**config.mk**
```make
export PLATFORM = sky130hd
export DESIGN_NAME = ldc_latch_delay_correction
export DESIGN_NICKNAME = d
export VERILOG_FILES = /design/src/hdl/ldc_edge_capture.v /design/src/hdl/ldc_latch_delay_correction.v
export VERILOG_INCLUDE_DIRS = /design/src /design/src/include
export SDC_FILE = /design/constraint.sdc
export NUM_CORES = 2
export LEC_CHECK = 0
export ABC_CLOCK_PERIOD_IN_PS = 9450
export BUFFER_PORTS_ARGS = -buffer_cell sky130_fd_sc_hd__clkbuf_2
export CAP_MARGIN = 10
export CORE_MARGIN = 2
export CORE_UTILIZATION = 45
export CTS_CLUSTER_SIZE = 8
export DETAILED_ROUTE_END_ITERATION = 8
export SLEW_MARGIN = 20
export SYNTH_ARGS = -nofsm -noshare
export SYNTH_HDL_FRONTEND = slang
export SYNTH_HIERARCHICAL = 1
export SYNTH_SLANG_ARGS = --single-unit
```
**constraint.sdc**
```tcl
create_clock -name sys_clk -period 9.45 [get_ports sys_clk]
set_input_delay 0 -clock sys_clk [delete_from_list [all_inputs] [get_ports sys_clk]]
set_output_delay 0 -clock sys_clk [all_outputs]
set_load 0.05 [all_outputs]
```
**src/include/ldc_defs.vh**
```
// register indices, field positions, reset values and limits of the latch delay correction block
`ifndef LDC_DEFS_VH
`define LDC_DEFS_VH

// register indices; byte address on the bus is four times the index
`define LDC_IDX_CORR_ONE 16'h3709
`define LDC_IDX_SETUP_THREE 16'h3724
`define LDC_IDX_CORR_TWO 16'h3792
`define LDC_IDX_P1_RISE 16'h0000
`define LDC_IDX_P1_FALL 16'h0001
`define LDC_IDX_P2_RISE 16'h0002
`define LDC_IDX_P2_FALL 16'h0003
`define LDC_IDX_STATUS 16'h0004

// correction-select bit in the extended setup word
`define LDC_SEL_BIT 5

// accepted correction range, in 25 ns steps (-2000 .. 2000)
`define LDC_CORR_MIN 16'hF830
`define LDC_CORR_MAX 16'h07D0

// reset values
`define LDC_CORR_RESET 16'h0000
`define LDC_SETUP_RESET 16'h0000

// speed input is position change per 25 ns step, 8 fraction bits
`define LDC_VEL_FRAC 8

`endif

```
**src/hdl/ldc_edge_capture.v**
```verilog
// edge detection and corrected position capture for one touch-probe input
`timescale 1ns/1ps
`include "ldc_defs.vh"

module ldc_edge_capture (
  // clock and reset
  input wire sys_clk,
  input wire rst,
  // probe and motion inputs
  input wire probeIn,
  input wire [31:0] motorPos,
  input wire [15:0] motorVel,
  // selected corrections
  input wire [15:0] riseCorr,
  input wire [15:0] fallCorr,
  // captured values and one-cycle event pulses
  output reg [31:0] posRise_q,
  output reg [31:0] posFall_q,
  output reg riseSeen_q,
  output reg fallSeen_q
);

  reg probe_q;
  wire riseEdge;
  wire fallEdge;

  // back-dates a position by speed times correction steps
  function [31:0] compensate;
    input [31:0] pos;
    input [15:0] vel;
    input [15:0] corr;
    reg signed [31:0] prod;
    reg signed [31:0] backOff;
    begin
      prod = $signed(vel) * $signed(corr);
      // shift on its own: next to the unsigned position it would turn
      // logical and lose the sign of a negative product
      backOff = prod >>> `LDC_VEL_FRAC;
      compensate = pos - backOff;
    end
  endfunction

  // coupler on is a rising edge, coupler off a falling edge
  assign riseEdge = probeIn & ~probe_q;
  assign fallEdge = ~probeIn & probe_q;

  // each edge latches a corrected position; value holds until the next edge
  always @(posedge sys_clk)
  begin
    if (rst)
    begin
      probe_q <= 1'b0;
      posRise_q <= 32'h00000000;
      posFall_q <= 32'h00000000;
      riseSeen_q <= 1'b0;
      fallSeen_q <= 1'b0;
    end
    else
    begin
      probe_q <= probeIn;
      riseSeen_q <= riseEdge;
      fallSeen_q <= fallEdge;
      if (riseEdge)
        posRise_q <= compensate(motorPos, motorVel, riseCorr);
      if (fallEdge)
        posFall_q <= compensate(motorPos, motorVel, fallCorr);
    end
  end

endmodule

```
**src/hdl/ldc_latch_delay_correction.v**
```verilog
// latch delay correction block: apb registers and two touch-probe captures
`timescale 1ns/1ps
`include "ldc_defs.vh"

module ldc_latch_delay_correction (
  // clock and reset
  input wire sys_clk,
  input wire rst,
  // apb slave
  input wire psel,
  input wire penable,
  input wire pwrite,
  input wire [17:0] paddr,
  input wire [31:0] pwdata,
  output reg [31:0] prdata,
  output reg pready,
  output reg pslverr,
  // touch-probe inputs, high while the coupler conducts
  input wire [1:0] probeIn,
  // motion inputs
  input wire [31:0] motorPos,
  input wire [15:0] motorVel
);

  reg [15:0] corrOne_q;
  reg [15:0] corrTwo_q;
  reg [15:0] setupThree_q;
  reg [3:0] capFlags_q;
  reg [3:0] capFlags_d;
  reg [31:0] rdData_d;
  reg rdErr_d;
  reg wrErr_d;
  wire [15:0] regIdx;
  wire aligned;
  wire accessPhase;
  wire wrTake;
  wire selSplit;
  wire [15:0] fallCorr;
  wire [31:0] p1Rise;
  wire [31:0] p1Fall;
  wire [31:0] p2Rise;
  wire [31:0] p2Fall;
  wire [3:0] capEvents;
  wire hitCorrOne;
  wire hitCorrTwo;
  wire hitSetup;
  wire hitP1Rise;
  wire hitP1Fall;
  wire hitP2Rise;
  wire hitP2Fall;
  wire hitStatus;

  // true when a 16-bit value lies inside the accepted correction range
  function inRange;
    input [15:0] val;
    begin
      inRange = ($signed(val) >= $signed(`LDC_CORR_MIN)) &&
        ($signed(val) <= $signed(`LDC_CORR_MAX));
    end
  endfunction

  // true when the bus address selects the given register index
  function hit;
    input [15:0] cur;
    input ok;
    input [15:0] idx;
    begin
      hit = ok && (cur == idx);
    end
  endfunction

  // address decode: word index plus alignment
  assign regIdx = paddr[17:2];
  assign aligned = (paddr[1:0] == 2'h0);
  assign accessPhase = psel & penable;
  // writes land only on the edge where pready is seen high
  assign wrTake = accessPhase & pready & pwrite;
  // decoded selects; address goes in as an argument so every change of it
  // re-evaluates the decode, which a hidden read inside the function misses
  assign hitCorrOne = hit(regIdx, aligned, `LDC_IDX_CORR_ONE);
  assign hitCorrTwo = hit(regIdx, aligned, `LDC_IDX_CORR_TWO);
  assign hitSetup = hit(regIdx, aligned, `LDC_IDX_SETUP_THREE);
  assign hitP1Rise = hit(regIdx, aligned, `LDC_IDX_P1_RISE);
  assign hitP1Fall = hit(regIdx, aligned, `LDC_IDX_P1_FALL);
  assign hitP2Rise = hit(regIdx, aligned, `LDC_IDX_P2_RISE);
  assign hitP2Fall = hit(regIdx, aligned, `LDC_IDX_P2_FALL);
  assign hitStatus = hit(regIdx, aligned, `LDC_IDX_STATUS);

  // edge correction selection
  assign selSplit = setupThree_q[`LDC_SEL_BIT];
  // select clear reuses the first value, second one is ignored
  assign fallCorr = selSplit ? corrTwo_q : corrOne_q;

  // probe 1 capture; rising edges always take the first value
  ldc_edge_capture probeOne (
    .sys_clk(sys_clk),
    .rst(rst),
    .probeIn(probeIn[0]),
    .motorPos(motorPos),
    .motorVel(motorVel),
    .riseCorr(corrOne_q),
    .fallCorr(fallCorr),
    .posRise_q(p1Rise),
    .posFall_q(p1Fall),
    .riseSeen_q(capEvents[0]),
    .fallSeen_q(capEvents[1])
  );

  // probe 2 capture, same correction choice
  ldc_edge_capture probeTwo (
    .sys_clk(sys_clk),
    .rst(rst),
    .probeIn(probeIn[1]),
    .motorPos(motorPos),
    .motorVel(motorVel),
    .riseCorr(corrOne_q),
    .fallCorr(fallCorr),
    .posRise_q(p2Rise),
    .posFall_q(p2Fall),
    .riseSeen_q(capEvents[2]),
    .fallSeen_q(capEvents[3])
  );

  // capture flags: a new capture wins over a write-one-to-clear
  always @*
  begin
    capFlags_d = capFlags_q;
    if (wrTake && hitStatus)
      capFlags_d = capFlags_d & ~pwdata[3:0];
    capFlags_d = capFlags_d | capEvents;
  end

  // read mux and error decode; unmapped or misaligned answers with pslverr
  always @*
  begin
    rdData_d = 32'h00000000;
    rdErr_d = 1'b0;
    wrErr_d = 1'b0;
    if (hitCorrOne)
    begin
      rdData_d = {{16{corrOne_q[15]}}, corrOne_q};
      wrErr_d = ~inRange(pwdata[15:0]);
    end
    else if (hitCorrTwo)
    begin
      rdData_d = {{16{corrTwo_q[15]}}, corrTwo_q};
      wrErr_d = ~inRange(pwdata[15:0]);
    end
    else if (hitSetup)
      rdData_d = {16'h0000, setupThree_q};
    else if (hitP1Rise)
    begin
      rdData_d = p1Rise;
      wrErr_d = 1'b1;
    end
    else if (hitP1Fall)
    begin
      rdData_d = p1Fall;
      wrErr_d = 1'b1;
    end
    else if (hitP2Rise)
    begin
      rdData_d = p2Rise;
      wrErr_d = 1'b1;
    end
    else if (hitP2Fall)
    begin
      rdData_d = p2Fall;
      wrErr_d = 1'b1;
    end
    else if (hitStatus)
      rdData_d = {28'h0000000, capFlags_q};
    else
    begin
      rdErr_d = 1'b1;
      wrErr_d = 1'b1;
    end
  end

  // apb answer: one wait state so every output comes from a flop
  always @(posedge sys_clk)
  begin
    if (rst)
    begin
      pready <= 1'b0;
      prdata <= 32'h00000000;
      pslverr <= 1'b0;
    end
    else
    begin
      pready <= accessPhase & ~pready;
      prdata <= (accessPhase & ~pready & ~pwrite) ? rdData_d : 32'h00000000;
      pslverr <= accessPhase & ~pready & (pwrite ? wrErr_d : rdErr_d);
    end
  end

  // configuration registers; out-of-range corrections are refused whole
  always @(posedge sys_clk)
  begin
    if (rst)
    begin
      corrOne_q <= `LDC_CORR_RESET;
      corrTwo_q <= `LDC_CORR_RESET;
      setupThree_q <= `LDC_SETUP_RESET;
      capFlags_q <= 4'h0;
    end
    else
    begin
      capFlags_q <= capFlags_d;
      if (wrTake && hitCorrOne && inRange(pwdata[15:0]))
        corrOne_q <= pwdata[15:0];
      if (wrTake && hitCorrTwo && inRange(pwdata[15:0]))
        corrTwo_q <= pwdata[15:0];
      if (wrTake && hitSetup)
        setupThree_q <= pwdata[15:0];
    end
  end

endmodule

```
# Word-level counts from Yosys, hierarchy flattened
# Cells that the tools add are included.
[totals]
regBits = 220
input_bits = 105
wordCells = 95
[op_classes]
n_addsub = 2
multipliers = 2
order_cmp = 2
eq_ne = 7
mux = 26
bitwise_logic = 21
reduce_logical = 18
[op_table]
columns = ["cell", "count"]
rows = [
  ["32-bit two-way mux", 7],
  ["16-bit by 16-bit multiplier with 32-bit output", 2],
  ["32-bit subtractor", 2],
  ["16-bit by 14-bit == test with 1-bit output, second input constant", 3],
  ["16-bit by 2-bit == test with 1-bit output, second input constant", 2],
  ["16-bit by 1-bit == test with 1-bit output, second input constant", 1],
  ["16-bit by 3-bit == test with 1-bit output, second input constant", 1],
  ["16-bit by 12-bit >= comparator with 1-bit output, second input constant", 1],
  ["16-bit by 12-bit less-or-equal comparator with 1-bit output, second input constant", 1],
  ["16-bit logical NOT", 1],
  ["1-bit two-way mux", 16],
  ["16-bit two-way mux", 1],
  ["1-bit logical AND", 15],
  ["1-bit AND", 10],
  ["4-bit two-way mux", 2],
  ["1-bit NOT", 8],
  ["4-bit AND", 1],
  ["4-bit NOT", 1],
  ["4-bit bitwise OR", 1],
  ["2-bit logical NOT", 1],
  ["2-bit OR reduction", 1],
]

# Depth between registers and ports, before layout
[depth]
depth_word = 12
ltp_mapped = 41
depth_no_buf = 38

# Cells and area by module
# Netlist, hierarchy kept.
[by_module_without_submodules]
columns = ["mod", "n_inst", "cells_each", "area_per_inst_um2", "seq_area_each_um2"]
rows = [
  ["ldc_edge_capture at probeOne", 1, 2710, 23975.5, 1341.3],
  ["ldc_edge_capture at probeTwo", 1, 2698, 23966.7, 1341.3],
  ["ldc_latch_delay_correction", 1, 479, 4639.4, 1721.7],
]

# Worst setup path before layout
# No wires, ideal clock.
[synth_path]
path_type = "register -> register"
start = "reg setupThree_q[5]"
end = "reg probeTwo.posFall_q[31]"
arrival_ns = 8.705
t_required_ns = 9.388
path_slack_ns = 0.682
path_stages_with_launch = 35
path_buffers = 2
cell_sequence = "dfxtp_1 -> clkbuf_1 -> mux2_2 -> clkbuf_1 -> nand2_1 -> inv_1 -> fa_1 -> fa_1 -> fa_1 -> fa_1 -> fa_1 -> inv_1 -> fa_1 -> inv_1 -> ha_1 -> nand4_1 -> inv_1 -> and3_1 -> a221oi_1 -> nand2_1 -> and2_1 -> o21a_1 -> or2_2 -> ha_1 -> a21o_1 -> a21oi_1 -> o21ai_0 -> a21o_1 -> a21oi_1 -> o21ai_2 -> a31oi_4 -> nor3b_2 -> mux2i_1 -> or4_1 -> nand3_1"
[synth_between]
elab_chain_len = 3
[synth_rtl]
columns = ["element", "line", "text"]
rows = [
  ["start: declaration", "ldc_latch_delay_correction.v:27", "reg [15:0] setupThree_q;"],
  ["start signal: assignment", "ldc_latch_delay_correction.v:204", "setupThree_q <= `LDC_SETUP_RESET;"],
  ["start signal: assignment", "ldc_latch_delay_correction.v:215", "setupThree_q <= pwdata[15:0];"],
  ["16-bit two-way mux", "ldc_latch_delay_correction.v:92", "assign fallCorr = selSplit ? corrTwo_q : corrOne_q;"],
  ["net fallCorr[1]", "ldc_latch_delay_correction.v:38", "wire [15:0] fallCorr;"],
  ["16-bit by 16-bit multiplier with 32-bit output", "ldc_edge_capture.v:35", "prod = $signed(vel) * $signed(corr);"],
  ["32-bit subtractor", "ldc_edge_capture.v:39", "compensate = pos - backOff;"],
  ["end signal: assignment", "ldc_edge_capture.v:66", "posFall_q <= compensate(motorPos, motorVel, fallCorr);"],
  ["end: declaration", "ldc_edge_capture.v:18", "output reg [31:0] posFall_q,"],
]
# The timed path passes the listed nets, and every way through them passes these cells.
# A chain may end at the register's enable or synchronous reset.

# Worst setup path after layout
[layout_path]
start = "reg corrOne_q[15]"
end = "reg probeOne.posRise_q[27]"
[layout_between]
elab_chain_len = 2
[layout_rtl]
columns = ["element", "line", "text"]
rows = [
  ["start: declaration", "ldc_latch_delay_correction.v:25", "reg [15:0] corrOne_q;"],
  ["start signal: assignment", "ldc_latch_delay_correction.v:202", "corrOne_q <= `LDC_CORR_RESET;"],
  ["start signal: assignment", "ldc_latch_delay_correction.v:211", "corrOne_q <= pwdata[15:0];"],
  ["16-bit by 16-bit multiplier with 32-bit output", "ldc_edge_capture.v:35", ""],
  ["32-bit subtractor", "ldc_edge_capture.v:39", ""],
  ["end signal: assignment", "ldc_edge_capture.v:64", "posRise_q <= compensate(motorPos, motorVel, riseCorr);"],
  ["end: declaration", "ldc_edge_capture.v:17", "output reg [31:0] posRise_q,"],
]
# Every way passes these cells.

==> impl_metrics.csv <==
group,metric,value,unit
sta,worstMarginPinSlew,1.09,ns
logic_synthesis,syn_nets,7448,
die,num_io_pins,139,
routing,drt-vias-per-instance,5.43,
logic_synthesis,netlist_top_cells_area,"fa_1, ha_1, dfxtp_1",
layout,drive_above_1_share,8.06,%
setup_path,cp.arrival,9.58,ns
placement,gp_congestion,0.951,
clock_network,clockBufferDepth,3,
run_status,status,"complete, no violations",
die,die_width,346,µm
routing,drtIter0Drc,3023,
placement,hpwlAfterDp,125000,µm
setup_path,path_common_cell,"fa_1",
layout,syn_to_final_growth,8.32,%
logic_synthesis,ys_warn_count,6,
clock_network,numClockSinks,220,
logic_synthesis,netlist_area,52600,µm²
routing,ant_nets,0,
pwr,p_leak,28.7,nW
clock_network,cts_root_buf,"clkbuf_16",
sta,finalCritPeriodShare,96.8,%
placement,io_buffers,122,
layout,seq_area,4410,µm²
layout,layout_commonest_cell,"inv_1",
layout,final_cell_mix,"inv_1, fa_1, nand2_1",
logic_synthesis,synth_seq_area_share,8.38,%
sta,drv_slew,0,
routing,firstDrtPassIters,6,
logic_synthesis,synth_edf_count,0,
setup_path,worstSetupStartpoint,"corrOne_q[15]$_SDFFE_PP0P_",
die,rows,125,
clock_network,cts_tree,"built",
layout,fillers,11120,
layout,fin_area,57000,µm²
clock_network,htreeDepth,1,
sta,finalCriticalPeriod,9.15,ns
setup_path,critPathRequiredTime,9.88,ns
job,drv_cap,0,
die,start_util,45.3,%
setup_path,crit_slowest_cell,"fa_1",
layout,final_nets,7564,
logic_synthesis,synth_top_area_share,39.9,%
die,die_height,346,µm
logic_synthesis,ys.flop_type,"dfxtp_1",
sta,fin_tns_setup,0,ns
die,die-area,120000,µm²
global_route,grt_pass1_vias,41564,
setup_path,timing.rr.start,"corrOne_q[15]$_SDFFE_PP0P_",
global_route,grt_pass1_wl,246000,µm
setup_path,path_max_fanout,13,
logic_synthesis,ys_async_sr_fraction,0,%
logic_synthesis,synth.largest_area_cell,"fa_1",
global_route,antenna_found_initial,2,
sta,rsz0062_at_grt,"yes",
hold_path,hold_start,"paddr[0]",
clock_network,post_cts_buffers,0,
hold_path,hold_path_depth,6,
logic_synthesis,synth-seq-cells,220,
logic_synthesis,synth_cell_types,103,
pwr,power_density,44.6,nW/µm²
die,core_area,116000,µm²
clock_network,clk_latency,0.58,ns
setup_path,start_kind,"flip-flop",
clock_network,clk_pin_slew,0.06,ns
setup_path,cp_top_family,"adder cells",
setup_path,path_buf_inv,4,
setup_path,r2r_cells,30,
layout,multi_input_area,43000,µm²
sta,slew_headroom,27.1,%
global_route,grt_use_total,26.5,%
pwr,peakVddDrop,0.141,mV
sta,clock.fmax,109,MHz
routing,totalWireLength,157000,µm
setup_path,cp_num_cells,30,
logic_synthesis,syn_inst,5887,
clock_network,cts_buffers,31,
placement,post_dp_cell_area,55600,µm²
sta,finalHoldViolCount,0,
global_route,overflow,0,
routing,drcViolationCount,0,
routing,avgRoutedWirePerCell,20.9,µm
sta,finalSetupViolCount,0,
global_route,grt_max_degree,88,
routing,vias,40855,
sta,clock-skew-final,0.0181,ns
setup_path,end_kind,"flip-flop",
hold_path,min_path_type,"input pin to flip-flop",
setup_path,worstSetupPathType,"flip-flop to flip-flop",
logic_synthesis,syn_area_per_cell,8.93,µm²
setup_path,slowest_delay,0.54,ns
where the power goes:
| part | internal [W] | switching, W |
|---|---|---|
| combinational | 0.000184 | 0.000360 |
| clock | 0.000579 | 0.000433 |
| sequential | 0.000962 | 0.0000196 |
sequential cells by signal, summed over array words and instances (netlist names), 4 cells and up:
name and flops:
setupThree_q 16, corrTwo_q 16, prdata 32, corrOne_q 16, capFlags_q 4, probeOne/posRise_q 32
probeTwo/posFall_q 32, probeTwo/posRise_q 32, probeOne/posFall_q 32
kinds of logic (layout without fill, tap and decap cells):
kind of cell | count (synthesis) | in the layout | share of synthesized area, %
buffers and inverters | 1404 | 1521 | 10.2
other | 0 | 2 | 0
AND/OR/NAND/NOR | 1860 | 1860 | 17.8
multiplexers | 101 | 101 | 2.29
AO/OA/AOI/OAI | 655 | 655 | 8.55
XOR/XNOR | 191 | 191 | 3.24
flip-flops | 220 | 220 | 8.38
adder cells (fa/ha/maj) | 1456 | 1456 | 49.6
worst reg2reg max path, delay by kind of cell, from the launching register on:
kind / cells / cell delay [ns]
fa+ha+maj: 8 / 3.59
compound gates: 10 / 2.35
simple gates: 7 / 1.61
buf+inv: 4 / 0.82
flops: 1 / 0.33
xor+xnor: 1 / 0.31
cell usage after synthesis, types with 12 or more instances:
library cell and instances:
a211oi_1 32, a21o_1 57, a21oi_1 195, a221oi_1 20
a222oi_1 13, a31oi_1 19, and2_1 500, and3_1 28
buf_1 13, buf_2 12, clkbuf_1 226, dfxtp_1 220
fa_1 1048, ha_1 408, inv_1 1147, mux2_2 34
mux2i_1 55, mux4_2 12, nand2_1 712, nand2b_1 86
nand3_1 70, nand3b_1 21, nand4_1 25, nor2_1 212
nor2b_1 43, nor3_1 56, nor4_1 12, o211ai_1 15
o21a_1 40, o21ai_0 100, o21ai_1 15, o21bai_1 12
or2_2 19, or3_1 26, xnor2_1 121, xor2_1 68
path summary, 6_finish.rpt:
kind,to,slack [ns]
hold reg to reg,capFlags_q[2]$_SDFF_PP0_,0.43
setup / recovery,probeOne/posRise_q[27]$_SDFFE_PP0P_,0.30
hold / removal,prdata[3]$_SDFF_PP0_,0.06
setup reg to reg,probeOne/posRise_q[27]$_SDFFE_PP0P_,0.30
metal layers:
layer / global-route usage [%] / wire (µm) / vias to the layer above
li1: - / - / 18513
met3: 4.03 / 10300 / 197
met1: 36.7 / 67900 / 20902
met2: 43.0 / 73300 / 1243
met4: 8.04 / 5680 / 0
met5: 0 / 0 / -
cell type report:
class / instances / area share, %
Clock buffer: 34 / 1.40
Inverter: 1147 / 7.56
Timing Repair Buffer: 340 / 4.39
Tap cell: 1524 / 3.35
Antenna cell: 2 / 0.00879
Multi-Input combinational cell: 4263 / 75.5
Sequential cell: 220 / 7.75
stage by stage:
stage | total power (W) | instances | worst slack [ns] | hold WS (ns) | util [%]
2_1_floorplan | 0.00130 | 5887 | 0.682 | 0.128 | -
3_3_place_gp | 0.00151 | 7461 | 0.311 | 0.291 | 47.9
3_5_place_dp | 0.00152 | 7461 | 0.185 | 0.302 | 47.9
4_1_cts | 0.00253 | 7528 | 0.133 | 0.0343 | 48.9
5_1_grt | 0.00263 | 7528 | -0.00420 | 0.0839 | 49.1
6_report | 0.00254 | 7530 | 0.301 | 0.0566 | 49.1
repair_timing:
| action | CTS | global route |
|---|---|---|
| endpoints found under the setup margin | 0 | 36 |
| gates resized for setup | 0 | 53 |
| hold endpoints to repair | 113 | 0 |
| hold buffers | 33 | 0 |
No activity file was read; power rests on OpenSTA's default activity.
